## config.mk

```make
export PLATFORM = sky130hd
export DESIGN_NAME = ead_decode
export DESIGN_NICKNAME = d
export VERILOG_FILES = /design/src/design/ead_pkg.sv /design/src/design/ead_decode.sv /design/src/design/ead_operand_cost.sv
export SDC_FILE = /design/constraint.sdc
export NUM_CORES = 1
export LEC_CHECK = 0
export ABC_AREA = 1
export BUFFER_PORTS_ARGS = -buffer_cell sky130_fd_sc_hd__clkbuf_2
export CAP_MARGIN = 0
export CORE_MARGIN = 2
export CORE_UTILIZATION = 44
export CTS_CLUSTER_DIAMETER = 50
export DETAILED_ROUTE_END_ITERATION = 10
export HOLD_SLACK_MARGIN = 0.15
export PLACE_DENSITY = 0.82
export SLEW_MARGIN = 20
export SYNTH_ARGS = -nofsm -noshare
export SYNTH_HDL_FRONTEND = slang
export SYNTH_SLANG_ARGS = --single-unit
```

## constraint.sdc

```tcl
create_clock -name clk_i -period 0.8 [get_ports clk_i]
set_input_delay 0.08 -clock clk_i [delete_from_list [all_inputs] [get_ports clk_i]]
set_output_delay 0.08 -clock clk_i [all_outputs]
set_load 0.01 [all_outputs]
```

## src/design/ead_pkg.sv

```systemverilog
// package: effective-address decode constants and carriers
package ead_pkg;
    localparam int EA_W = 5;
    localparam logic [4:0] EA_REG_LAST    = 5'h07;
    localparam logic [4:0] EA_IND_FIRST   = 5'h08;
    localparam logic [4:0] EA_POST_FIRST  = 5'h0c;
    localparam logic [4:0] EA_D8_FIRST    = 5'h10;
    localparam logic [4:0] EA_D16_FIRST   = 5'h18;
    localparam logic [4:0] EA_IDX0        = 5'h1c;
    localparam logic [4:0] EA_IDX1        = 5'h1d;
    localparam logic [4:0] EA_PCREL       = 5'h1e;
    localparam logic [4:0] EA_DIRECT      = 5'h1f;
    localparam logic [2:0] INDEX_REG_NUM  = 3'h7;
    localparam logic [1:0] EXT_NONE       = 2'h0;
    localparam logic [1:0] EXT_SHORT      = 2'h1;
    localparam logic [1:0] EXT_LONG       = 2'h2;
    localparam logic [3:0] CYC_MODE_FAST  = 4'h2;
    localparam logic [3:0] CYC_MODE_SLOW  = 4'h4;
    localparam logic [3:0] CYC_MODE_DIR   = 4'h1;
    localparam logic [3:0] CYC_NONE       = 4'h0;
    localparam logic [3:0] CYC_ODD_WORD   = 4'h2;
    localparam logic [3:0] CYC_ODD_LONG   = 4'h4;
    localparam logic [3:0] CYC_EXT_SHORT  = 4'h1;
    localparam logic [3:0] CYC_EXT_LONG2  = 4'h2;
    localparam logic [3:0] CYC_EXT_WORD4  = 4'h4;
    localparam logic [3:0] CYC_EXT_LONG8  = 4'h8;
    localparam logic [3:0] CYC_FETCH_INT  = 4'h2;
    localparam logic [3:0] CYC_FETCH_EXT  = 4'h3;
    localparam logic [2:0] ACC_ONE        = 3'h1;
    localparam logic [2:0] ACC_TWO        = 3'h2;
    localparam logic [2:0] ACC_FOUR       = 3'h4;

    typedef enum logic [1:0] {SZ_BYTE, SZ_WORD, SZ_LONG, SZ_RSVD} ead_size_t;
    typedef enum logic [1:0] {MEM_IREG, MEM_INT, MEM_EXT16, MEM_EXT8} ead_mem_t;
    typedef enum logic [2:0] {
        MODE_REG, MODE_IND, MODE_POST, MODE_SHORT_OFFSET,
        MODE_LONG_OFFSET, MODE_INDEX, MODE_PCREL, MODE_DIRECT
    } ead_mode_t;

    typedef struct packed {
        logic [4:0] code;
        ead_size_t  size;
        ead_mem_t   mem;
        logic       odd;
        logic       fetch_odd;
    } ead_req_t;

    typedef struct packed {
        ead_mode_t  mode;
        logic [2:0] base_reg;
        logic       use_index;
        logic [1:0] ext_bytes;
        logic [3:0] mode_cycles;
        logic [1:0] reg_accesses;
        logic [3:0] opnd_cycles;
        logic [2:0] opnd_accesses;
        logic [3:0] fetch_cycles;
        logic       post_inc;
        logic [2:0] inc_bytes;
        logic       ext_bus;
    } ead_res_t;
endpackage : ead_pkg

```

## src/design/ead_decode.sv

```systemverilog
// effective-address decoder with cycle/access timing
// Functional notes
// - codes 00-07 select register direct operand
// - codes 0C-0F pointer indirect, post-update, no extension
// - codes 10-17 word register plus short offset
// - codes 18-1B pointer plus long offset
// - codes 1C-1D register 0/1 plus index
// - 1E program-counter relative; 1F direct; two bytes
// - extra mode cycles 2, 4 or 1
// - register accesses per mode 1, 2 or 0
// - internal register/even internal memory adds no cycles
// - odd internal memory: word +2, long +4
// - even 16-bit bus: +1, long +2
// - odd or 8-bit bus: +1, +4, +8
// - fetch corrections +2 internal, +3 external
// - external accesses also add ready wait cycles
// - register direct only 00-07; memory 08-1F
`timescale 1ns/1ns
`default_nettype none
module ead_decode (
    input  wire logic              clk_i,
    input  wire logic              rst_i,
    input  wire logic              req_valid_i,
    input  wire ead_pkg::ead_req_t req_i,
    input  wire logic              want_reg_i,
    output logic                   res_valid_o,
    output ead_pkg::ead_res_t      res_o,
    output logic                   class_err_o
);
    ////////////////////////////////////////////////////////////////////////
    function automatic ead_pkg::ead_mode_t mode_of(input logic [4:0] c);
        if (c <= ead_pkg::EA_REG_LAST)       mode_of = ead_pkg::MODE_REG;
        else if (c < ead_pkg::EA_POST_FIRST) mode_of = ead_pkg::MODE_IND;
        else if (c < ead_pkg::EA_D8_FIRST)   mode_of = ead_pkg::MODE_POST;
        else if (c < ead_pkg::EA_D16_FIRST)  mode_of = ead_pkg::MODE_SHORT_OFFSET;
        else if (c < ead_pkg::EA_IDX0)       mode_of = ead_pkg::MODE_LONG_OFFSET;
        else if (c <= ead_pkg::EA_IDX1)      mode_of = ead_pkg::MODE_INDEX;
        else if (c == ead_pkg::EA_PCREL)     mode_of = ead_pkg::MODE_PCREL;
        else                                 mode_of = ead_pkg::MODE_DIRECT;
    endfunction : mode_of

    function automatic logic [2:0] size_bytes(input ead_pkg::ead_size_t s);
        case (s)
            ead_pkg::SZ_WORD: size_bytes = ead_pkg::ACC_TWO;
            ead_pkg::SZ_LONG: size_bytes = ead_pkg::ACC_FOUR;
            default:          size_bytes = ead_pkg::ACC_ONE;
        endcase
    endfunction : size_bytes

    ////////////////////////////////////////////////////////////////////////
    ead_pkg::ead_mode_t mode;
    ead_pkg::ead_res_t  res_next;
    logic [3:0]         opnd_cyc;
    logic [2:0]         opnd_acc;
    logic               err_next;

    assign mode = mode_of(req_i.code);

    ead_operand_cost u_cost (
        .size_i     (req_i.size),
        .mem_i      ((mode == ead_pkg::MODE_REG) ? ead_pkg::MEM_IREG : req_i.mem),
        .odd_i      (req_i.odd),
        .cycles_o   (opnd_cyc),
        .accesses_o (opnd_acc)
    );

    always_comb begin
        res_next               = '0;
        res_next.mode          = mode;
        res_next.base_reg      = req_i.code[2:0];
        res_next.opnd_cycles   = opnd_cyc;
        res_next.opnd_accesses = opnd_acc;
        res_next.ext_bus       = (mode != ead_pkg::MODE_REG)
                                 && (req_i.mem == ead_pkg::MEM_EXT16
                                     || req_i.mem == ead_pkg::MEM_EXT8);
        case (mode)
            ead_pkg::MODE_REG: begin
                // size picks byte, word or long register bank for same code
                res_next.base_reg = req_i.code[2:0];
            end
            ead_pkg::MODE_IND: begin
                res_next.base_reg     = {1'b0, req_i.code[1:0]};
                res_next.mode_cycles  = ead_pkg::CYC_MODE_FAST;
                res_next.reg_accesses = 2'h1;
            end
            ead_pkg::MODE_POST: begin
                res_next.base_reg     = {1'b0, req_i.code[1:0]};
                res_next.ext_bytes    = ead_pkg::EXT_NONE;
                res_next.mode_cycles  = ead_pkg::CYC_MODE_SLOW;
                res_next.reg_accesses = 2'h2;
                res_next.post_inc     = 1'b1;
                res_next.inc_bytes    = size_bytes(req_i.size);
            end
            ead_pkg::MODE_SHORT_OFFSET: begin
                res_next.ext_bytes    = ead_pkg::EXT_SHORT;
                res_next.mode_cycles  = ead_pkg::CYC_MODE_FAST;
                res_next.reg_accesses = 2'h1;
            end
            ead_pkg::MODE_LONG_OFFSET: begin
                res_next.base_reg     = {1'b0, req_i.code[1:0]};
                res_next.ext_bytes    = ead_pkg::EXT_LONG;
                res_next.mode_cycles  = ead_pkg::CYC_MODE_FAST;
                res_next.reg_accesses = 2'h1;
            end
            ead_pkg::MODE_INDEX: begin
                res_next.base_reg     = {2'b00, req_i.code[0]};
                res_next.use_index    = 1'b1;
                res_next.mode_cycles  = ead_pkg::CYC_MODE_SLOW;
                res_next.reg_accesses = 2'h2;
            end
            ead_pkg::MODE_PCREL: begin
                res_next.ext_bytes    = ead_pkg::EXT_LONG;
                res_next.mode_cycles  = ead_pkg::CYC_MODE_FAST;
            end
            default: begin
                res_next.ext_bytes    = ead_pkg::EXT_LONG;
                res_next.mode_cycles  = ead_pkg::CYC_MODE_DIR;
            end
        endcase
        // worst-case fetch penalty; real fetches often overlap execution
        case (req_i.mem)
            ead_pkg::MEM_INT:   res_next.fetch_cycles = req_i.fetch_odd ? ead_pkg::CYC_NONE
                                                        : ead_pkg::CYC_FETCH_INT;
            ead_pkg::MEM_EXT16: res_next.fetch_cycles = req_i.fetch_odd ? ead_pkg::CYC_NONE
                                                        : ead_pkg::CYC_FETCH_EXT;
            ead_pkg::MEM_EXT8:  res_next.fetch_cycles = ead_pkg::CYC_FETCH_EXT;
            default:            res_next.fetch_cycles = ead_pkg::CYC_NONE;
        endcase
    end

    // instruction class and code range must agree
    assign err_next = want_reg_i != (mode == ead_pkg::MODE_REG);

    ////////////////////////////////////////////////////////////////////////
    always_ff @(posedge clk_i or posedge rst_i) begin
        if (rst_i) begin
            res_valid_o <= 1'b0;
        end else begin
            res_valid_o <= req_valid_i;
        end
    end

    always_ff @(posedge clk_i or posedge rst_i) begin
        if (rst_i) begin
            res_o       <= '0;
            class_err_o <= 1'b0;
        end else if (req_valid_i) begin
            res_o       <= res_next;
            class_err_o <= err_next;
        end
    end
endmodule : ead_decode
`default_nettype wire

```

## src/design/ead_operand_cost.sv

```systemverilog
// operand-width/location cycle and access corrections
`timescale 1ns/1ns
`default_nettype none
module ead_operand_cost (
    input  wire ead_pkg::ead_size_t size_i,
    input  wire ead_pkg::ead_mem_t  mem_i,
    input  wire logic               odd_i,
    output logic [3:0]              cycles_o,
    output logic [2:0]              accesses_o
);
    always_comb begin
        cycles_o   = ead_pkg::CYC_NONE;
        accesses_o = ead_pkg::ACC_ONE;
        case (mem_i)
            ead_pkg::MEM_IREG: begin
                if (size_i == ead_pkg::SZ_LONG) accesses_o = ead_pkg::ACC_TWO;
            end
            ead_pkg::MEM_INT: begin
                if (!odd_i) begin
                    if (size_i == ead_pkg::SZ_LONG) accesses_o = ead_pkg::ACC_TWO;
                end else if (size_i == ead_pkg::SZ_WORD) begin
                    cycles_o   = ead_pkg::CYC_ODD_WORD;
                    accesses_o = ead_pkg::ACC_TWO;
                end else if (size_i == ead_pkg::SZ_LONG) begin
                    cycles_o   = ead_pkg::CYC_ODD_LONG;
                    accesses_o = ead_pkg::ACC_FOUR;
                end
            end
            default: begin
                // 8-bit bus behaves like an odd 16-bit access at every size
                if (mem_i == ead_pkg::MEM_EXT16 && !odd_i) begin
                    cycles_o = (size_i == ead_pkg::SZ_LONG) ? ead_pkg::CYC_EXT_LONG2
                                                            : ead_pkg::CYC_EXT_SHORT;
                    if (size_i == ead_pkg::SZ_LONG) accesses_o = ead_pkg::ACC_TWO;
                end else begin
                    case (size_i)
                        ead_pkg::SZ_WORD: begin
                            cycles_o   = ead_pkg::CYC_EXT_WORD4;
                            accesses_o = ead_pkg::ACC_TWO;
                        end
                        ead_pkg::SZ_LONG: begin
                            cycles_o   = ead_pkg::CYC_EXT_LONG8;
                            accesses_o = ead_pkg::ACC_FOUR;
                        end
                        default: cycles_o = ead_pkg::CYC_EXT_SHORT;
                    endcase
                end
            end
        endcase
    end
endmodule : ead_operand_cost
`default_nettype wire

```

==> results.yml, run 1 <==
run_status:
  outcome: "finished, violations left"
  failed_checks: "negative setup slack"
global_routing:
  grt_overflow: 0
  grt_pass1_wl_mm: 6.11
  track_usage_pct: 23.0
  grt_max_degree: 31
  antenna_found_initial: 0
  grt_pass1_vias: 1418
cells_and_area:
  layout-drive-gt1-share_pct: 41.7
  nets: 296
  areaGrowthSynthToFinish_pct: 58.6
  antenna_cells: 0
  finalInstanceArea_mm2: 0.00228
clock_tree:
  postCtsHoldBufs: 8
  cts_max_level: 2
  clockBufferDepth: 2
  cts-root-buf: "clkbuf_4"
  cts_tree: "done"
  insertion_delay_ps: 340
  clkSlewWorstSetupHoldPaths_ps: 90
  cts_made_buffers: 5
  clkSinkCount: 30
power:
  switching_share_pct: 29.9
  power.share.clock_pct: 25.9
  p_sw_mw: 1.10
  comb_power_share_pct: 27.3
  power_frac_seq_pct: 46.8
  p_leak_nw: 1.30
  power_density_mw_per_mm2: 1610
  intPower_mw: 2.58
  peakVddDrop_v: 0.000739
min_path:
  holdPathStages: 4
  hp-class: "in -> reg"
  worstHoldEndpoint: "res_o[24]"
  min_from: "req_i[7]"
critical_path:
  critPathMaxStageDelay_ps: 410
  crit_path_top_delay_cell: "dfrtp_1"
  crit_buf_inv: 1
  crit_path_start: "res_o[3]"
  cp.required_ps: 720
  cp_cell_sequence: "clkbuf_2"
  critical_path_class: "reg -> out"
  regToRegSetupSlack_ps: -120
  end_kind: "primary output"
  r2r_end: "res_o[3]"
  r2r-start: "res_o[3]"
  rr_worst_depth: 4
  crit_family: "flip-flops"
  cp_max_fo: 2
  worstPathArrival_ps: 890
  start_kind: "flop"
route:
  highest_layer: "met4"
  ant_nets: 0
  drt_iter0_markers: 75
  dr_wl_met3_um: 219
  firstDrtPassIters: 6
  num_vias: 1562
  viasPerCell: 4.85
  wl_met1_mm: 1.69
  avgRoutedWirePerCell_um: 13.5
  dr_wl_met2_mm: 2.33
  wl_mm: 4.36
  drc: 0
synth:
  synth_seq_cells: 30
  synth_top_cell_area_share_pct: 52.1
  ys_warn_count: 0
  synth_common_cells: "nand2_1 (59), dfrtp_1 (30), nor2_1 (15)"
  syn-instance-count: 177
  synth_edf_count: 0
  synth_top_flop_cell: "dfrtp_1"
  yosysMostFrequentCell: "nand2_1"
  yosys-top-cells-area: "dfrtp_1 (52%), nand2_1 (15%), nand3_1 (4.2%)"
  async_flop_share_pct: 100
  syn_avg_cell_area_um2: 8.14
  ys_seq_area_share_pct: 52.1
  synth_top_cell_by_area: "dfrtp_1"
  syn_area_mm2: 0.00144
  yosysUniqueCellTypes: 26
floorplan:
  fp.dieH_um: 61.2
  dieArea_mm2: 0.00375
  initial_core_util_pct: 46.8
  ios: 48
  num_rows: 20
  coreArea_mm2: 0.00308
  die_w_um: 61.2
timing:
  setup_ws_ps: -169
  period_needed_ps: 969
  rsz0062_at_grt: "true"
  finalSetupViolations: 37
  hold_ws_ps: 29.9
  fin_skew_ps: 0
  fin_crit_sh_pct: 121
  drv_slew: 0
  finalHoldViolations: 0
  fmax_ghz: 1.03
placement:
  placed_area_mm2: 0.00189
  dp.final_hpwl_mm: 2.51
  gp_congestion: 0.888
  io_buffers: 44
job:
  cap_viol_max_count: 0
[state kept, by name, indices dropped and copies added (netlist names)]
| register | flops |
|---|---|
| res_valid_o | 1 |
| class_err_o | 1 |
| res_o | 28 |
[placed cells by master, fill, tap and decap left out, types with 2 or more instances in the layout]
cell type        n
inv_2            4
nand4_1          2
nor2_1          15
dlymetal6s4s_1   2
conb_1           3
dfrtp_1         30
buf_4           39
clkbuf_2        41
o21ai_2          2
nor2_2           3
clkbuf_4         5
nand2_1         54
clkinv_1         2
ha_1             3
a21oi_1          2
nand3_1         11
buf_12           3
nand2_2          5
o21ai_1         10
inv_1           12
o21ai_0          3
buf_6            8
o21a_1           2
dlygate4sd3_1    6
[kinds of logic (layout without fill, tap and decap cells)]
family | after synthesis | in the layout | share of synthesized area (%)
xor gates and xnor gates | 1 | 1 | 0.608
other | 1 | 3 | 0.260
buffers and inverters | 26 | 125 | 7.82
DFF | 30 | 30 | 52.1
AOI/OAI and AO/OA | 21 | 21 | 8.43
and+or+nand+nor | 94 | 94 | 27.3
adders and majority gates | 4 | 4 | 3.48
[power groups by stage]
stage / Combinational (mW) / Sequential (mW) / Clock (mW)
2_1_floorplan: 0.311 / 1.80 / 0
3_3_place_gp: 0.707 / 1.74 / 0
3_5_place_dp: 0.718 / 1.74 / 0
4_1_cts: 0.853 / 1.71 / 0.944
5_1_grt: 1.10 / 1.74 / 1.04
6_report: 1.00 / 1.72 / 0.955
[through the flow]
step | utilization, % | worst slack, ps | total power, mW | instances | setup TNS (ps)
floorplan | - | -9.07 | 2.11 | 179 | -9.07
global placement | 61.3 | -230 | 2.45 | 280 | -2380
detailed placement | 61.3 | -231 | 2.46 | 280 | -2730
CTS | 69.2 | -159 | 3.51 | 310 | -4220
global route | 74.2 | -212 | 3.88 | 322 | -6100
finish | 74.2 | -169 | 3.68 | 322 | -4700
[what timing repair did]
item	CTS	global route
hold endpoints to repair	39	1
pin swaps	0	4
cloned	0	0
setup buffers	14	17
gates resized for setup	0	25
endpoints found under the setup margin	30	39
[final cells by class]
type                            count  area (um^2)
Tap cell                           44         55.1
Inverter                           18         67.6
Fill cell                         221          793
Multi-Input combinational cell    123          618
Clock buffer                        7         55.1
Sequential cell                    30          751
Timing Repair Buffer               99          733
Clock inverter                      1         5.00
[routing by layer]
metal | up-vias | GRT usage (%)
li1 | 760 | -
met1 | 734 | 25.5
met2 | 55 | 39.5
met3 | 13 | 8.82
met4 | 0 | 9.63
met5 | - | 0
[how the worst max path moves through the flow]
stage	endpoint	depth (start not counted)
after floorplan	res_o[9]	6
after global placement	res_o[10]	8
after detailed placement	res_o[10]	8
after CTS	res_o[25]	1
after global routing	res_o[3]	1
final	res_o[3]	1
Note: power is estimated with default switching activity, not from simulation.
==> run 2: changes to the inputs <==
--- a/config.mk
+++ b/config.mk
@@ -14,6 +14,7 @@
 export DETAILED_ROUTE_END_ITERATION = 10
 export HOLD_SLACK_MARGIN = 0.15
 export PLACE_DENSITY = 0.82
+export REMOVE_ABC_BUFFERS = 1
 export SLEW_MARGIN = 20
 export SYNTH_ARGS = -nofsm -noshare
 export SYNTH_HDL_FRONTEND = slang
==> run 2 against run 1 <==
Compared with the run above:
- the run still ends with negative setup slack left
- register-to-register slack better by 100 ps
- final cell count is 4.7% lower
- first-iteration DRC count down 43%
- core utilization decreased by 4.9 points
- sequential power about the same
- clock power shrank 8.0%
- clock skew is the same
==> results.yml, run 2 (same netlist as run 1, synthesis figures left out) <==
run_status:
  outcome: "finished, violations left"
  failed_checks: "negative setup slack"
clock_tree:
  postCtsHoldBufs: 7
  insertion_delay_ps: 320
  clockBufferDepth: 2
  clkSlewWorstSetupHoldPaths_ps: 80
  cts-root-buf: "clkbuf_4"
  clkSinkCount: 30
  cts_made_buffers: 5
  cts_tree: "done"
  cts_max_level: 2
route:
  viasPerCell: 4.71
  avgRoutedWirePerCell_um: 11.6
  wl_mm: 3.55
  drc: 0
  num_vias: 1446
  ant_nets: 0
  drt_iter0_markers: 43
  firstDrtPassIters: 4
timing:
  setup_tns_ps: -3490
  setup_ws_ps: -142
  drv_slew: 0
  rsz0062_at_grt: "true"
  finalSetupViolations: 31
  period_needed_ps: 942
  finalHoldViolations: 0
  fin_skew_ps: 0
  fmax_ghz: 1.06
  fin_crit_sh_pct: 118
critical_path:
  start_kind: "flop"
  regToRegSetupSlack_ps: -20
  critPathMaxStageDelay_ps: 410
  crit_family: "flip-flops"
  crit_buf_inv: 1
  worstPathArrival_ps: 860
  crit_path_top_delay_cell: "dfrtp_1"
  end_kind: "primary output"
  cp_max_fo: 2
  crit_path_start: "res_o[13]"
  critical_path_class: "reg -> out"
  r2r-start: "res_o[1]"
  cp.required_ps: 720
  cp_cell_sequence: "clkbuf_2"
power:
  power_density_mw_per_mm2: 1610
  power_mw: 3.44
  p_leak_nw: 1.20
  peakVddDrop_v: 0.00102
min_path:
  hp-class: "in -> reg"
  min_from: "req_i[7]"
global_routing:
  grt_overflow: 0
  track_usage_pct: 21.1
  grt_pass1_vias: 1349
  grt_pass1_wl_mm: 5.66
  antenna_found_initial: 0
  grt_max_degree: 31
cells_and_area:
  regMostFlops: "res_o"
  layout_common_cells: "nand2_1 (57), clkbuf_2 (44), dfrtp_1 (30), buf_4 (30)"
  antenna_cells: 0
  largestRegisters: "res_o (28), class_err_o (1), res_valid_o (1)"
  largest_register_ffs: 28
  areaGrowthSynthToFinish_pct: 48.2
  nets: 283
  layout-drive-gt1-share_pct: 38.4
  final_common_cell: "nand2_1"
job:
  cap_viol_max_count: 0
floorplan:
  initial_core_util_pct: 46.8
  fp.dieH_um: 61.2
  num_rows: 20
  ios: 48
  die_w_um: 61.2
  dieArea_mm2: 0.00375
  coreArea_mm2: 0.00308
placement:
  gp_congestion: 0.863
  dp.final_hpwl_mm: 2.51
  io_buffers: 44
  dpl_worst_slack_ps: -264
[run 2: cell types whose count changed in the layout (fill, tap and decap cells not counted), sizes merged]
cell / change
buf: -15
dlymetal6s4s: -2
clkinv: -1
dlygate4sd3: +1
clkbuf: +2
[run 2: report_power, final]
group,internal [mW],switching (mW)
registers,1.64,0.0704
clock network,0.395,0.483
logic,0.408,0.438
total,2.45,0.992
[run 2: cell type report]
class / count / area [um^2]
Tap cell: 44 / 55.1
Fill cell: 283 / 943
Clock buffer: 6 / 51.3
Multi-Input combinational cell: 123 / 621
Timing Repair Buffer: 86 / 589
Sequential cell: 30 / 751
Inverter: 18 / 67.6
[run 2: path summary, 6_finish.rpt]
kind / to / cells past startpoint
min: res_o[24] / 4
max in group asynchronous: res_o[26] / 4
max: res_o[13] / 1
min reg2reg: res_o[29] / 1
max reg2reg: res_o[1] / 4
min in group asynchronous: class_err_o / 4
[run 2: per-layer routing]
layer	global-route usage [%]	vias to the layer above	wire length, um
met4	8.39	0	63
met5	0	-	0
met1	25.1	667	1490
li1	-	723	-
met2	36.0	49	1790
met3	5.88	7	205
[run 2: timing repair]
item,4_1_cts,5_1_grt
endpoints found under the setup margin,30,35
pin swaps,0,2
hold endpoints to repair,39,1
setup buffers,8,7
resized for setup,0,13
[run 2: stage by stage]
stage / instance area, um^2 / util (%) / hold WS (ps) / std cells
2_1_floorplan: 1400 / - / 111 / 171
3_3_place_gp: 1850 / 60.2 / 105 / 279
3_5_place_dp: 1850 / 60.2 / 111 / 279
4_1_cts: 2030 / 66.1 / 27.0 / 300
5_1_grt: 2130 / 69.3 / 70.8 / 307
6_report: 2130 / 69.3 / 42.0 / 307
==> run 3: changes to the inputs <==
--- a/config.mk
+++ b/config.mk
@@ -6,7 +6,7 @@
 export NUM_CORES = 1
 export LEC_CHECK = 0
 export ABC_AREA = 1
-export BUFFER_PORTS_ARGS = -buffer_cell sky130_fd_sc_hd__clkbuf_2
+export BUFFER_PORTS_ARGS = -buffer_cell sky130_fd_sc_hd__buf_2
 export CAP_MARGIN = 0
 export CORE_MARGIN = 2
 export CORE_UTILIZATION = 44
==> run 3 against run 2 <==
Compared with the run above:
- the run still ends with negative setup slack left
- final cell count is 0.33% higher
- sequential share of layout area is 0.17 points higher
- critical endpoint is now res_o[10]
- combinational power is 2.7% higher
- core utilization is 0.33 points lower
- clock power is 9.8% lower
- highest routed layer unchanged
- die area stayed put
- worst setup slack worse by 1.8 ps
- fmax is 0.19% lower
- largest power group unchanged
==> results.yml, run 3 (same netlist as run 1, synthesis figures left out) <==
placement:
  dpl_worst_slack_ps: -274
  gp_congestion: 0.886
  dp.final_hpwl_mm: 2.41
  io_buffers: 44
floorplan:
  die_w_um: 61.2
  dieArea_mm2: 0.00375
  initial_core_util_pct: 46.8
  num_rows: 20
  coreArea_mm2: 0.00308
  fp.dieH_um: 61.2
  ios: 48
clock_tree:
  cts_max_level: 2
  clockBufferDepth: 2
  postCtsHoldBufs: 6
  clkSlewWorstSetupHoldPaths_ps: 80
  cts_made_buffers: 5
  clkSinkCount: 30
  insertion_delay_ps: 320
  cts_tree: "done"
  cts-root-buf: "clkbuf_4"
timing:
  setup_tns_ps: -3860
  fin_skew_ps: 0
  fmax_ghz: 1.06
  finalSetupViolations: 35
  setup_ws_ps: -144
  finalHoldViolations: 0
  drv_slew: 0
  period_needed_ps: 944
  fin_crit_sh_pct: 118
  hold_ws_ps: 59.1
  rsz0062_at_grt: "true"
power:
  peakVddDrop_v: 0.00103
  p_leak_nw: 1.21
  power_density_mw_per_mm2: 1580
  power_mw: 3.37
cells_and_area:
  layout-drive-gt1-share_pct: 37.9
  areaGrowthSynthToFinish_pct: 47.5
  final_common_cell: "nand2_1"
  antenna_cells: 0
  nets: 283
  largest_register_ffs: 28
  largestRegisters: "res_o (28), class_err_o (1), res_valid_o (1)"
  regMostFlops: "res_o"
  layout_common_cells: "nand2_1 (55), buf_2 (42), buf_4 (32)"
global_routing:
  grt_max_degree: 31
  antenna_found_initial: 0
  grt_overflow: 0
  track_usage_pct: 19.7
  grt_pass1_wl_mm: 5.44
  grt_pass1_vias: 1303
route:
  firstDrtPassIters: 4
  avgRoutedWirePerCell_um: 11.1
  drt_iter0_markers: 72
  drc: 0
  ant_nets: 0
  num_vias: 1405
  wl_mm: 3.41
  viasPerCell: 4.56
critical_path:
  r2r-start: "res_o[29]"
  cp.required_ps: 720
  crit_end: "res_o[10]"
  crit_path_start: "res_o[10]"
  rr_worst_depth: 3
  critPathMaxStageDelay_ps: 400
  regToRegSetupSlack_ps: -90
  crit_path_top_delay_cell: "dfrtp_1"
  start_kind: "flop"
  crit_family: "flip-flops"
  crit_buf_inv: 1
  cp.depth: 1
  end_kind: "primary output"
  critical_path_class: "reg -> out"
  cp_max_fo: 2
  cp_cell_sequence: "buf_2"
  worstPathArrival_ps: 860
  r2r_end: "res_o[29]"
job:
  cap_viol_max_count: 0
run_status:
  outcome: "finished, violations left"
  failed_checks: "negative setup slack"
min_path:
  hp-class: "in -> reg"
-- run 3: worst min-delay path by stage --
| stage | start | end | slack, ps | depth (start not counted) |
|---|---|---|---|---|
| 6_report | req_i[7] | res_o[24] | 60 | 4 |
| 5_1_grt | req_i[7] | res_o[24] | 70 | 4 |
| 4_1_cts | req_i[7] | res_o[24] | 50 | 4 |
| 3_5_place_dp | rst_i | class_err_o | 140 | 3 |
| 3_3_place_gp | rst_i | class_err_o | 120 | 3 |
| 2_1_floorplan | req_valid_i | res_valid_o | 110 | 0 |
-- run 3: layer usage --
metal	global-route usage, %	up-vias	wire length, um
met2	32.5	39	1700
met5	0	-	0
li1	-	724	-
met4	6.52	0	60
met1	25.0	632	1460
met3	5.67	10	184
-- run 3: power by group --
group | internal, mW | switching [mW] | leakage [nW]
registers | 1.64 | 0.0626 | 0.379
clock network | 0.330 | 0.462 | 0.0254
logic | 0.429 | 0.440 | 0.803
-- run 3: area by class of cell --
cell class	count	area [um^2]
Sequential cell	30	751
Multi-Input combinational cell	123	608
Timing Repair Buffer	86	598
Clock buffer	7	45.0
Fill cell	278	953
Tap cell	44	55.1
Inverter	18	67.6
-- run 3: metrics by stage --
step	area, um^2	std cells	utilization, %
floorplan	1400	171	-
global placement	1850	279	60.2
detailed placement	1850	279	60.2
CTS	2020	300	65.6
global route	2120	308	69.0
finish	2120	308	69.0
-- run 3: what timing repair did --
action                                 CTS  global route
gates resized for setup                  0            15
gates cloned                             0             0
endpoints found under the hold margin   39             2
pin swaps                                0             1
setup endpoints to repair               30            32
buffers inserted                         8             9
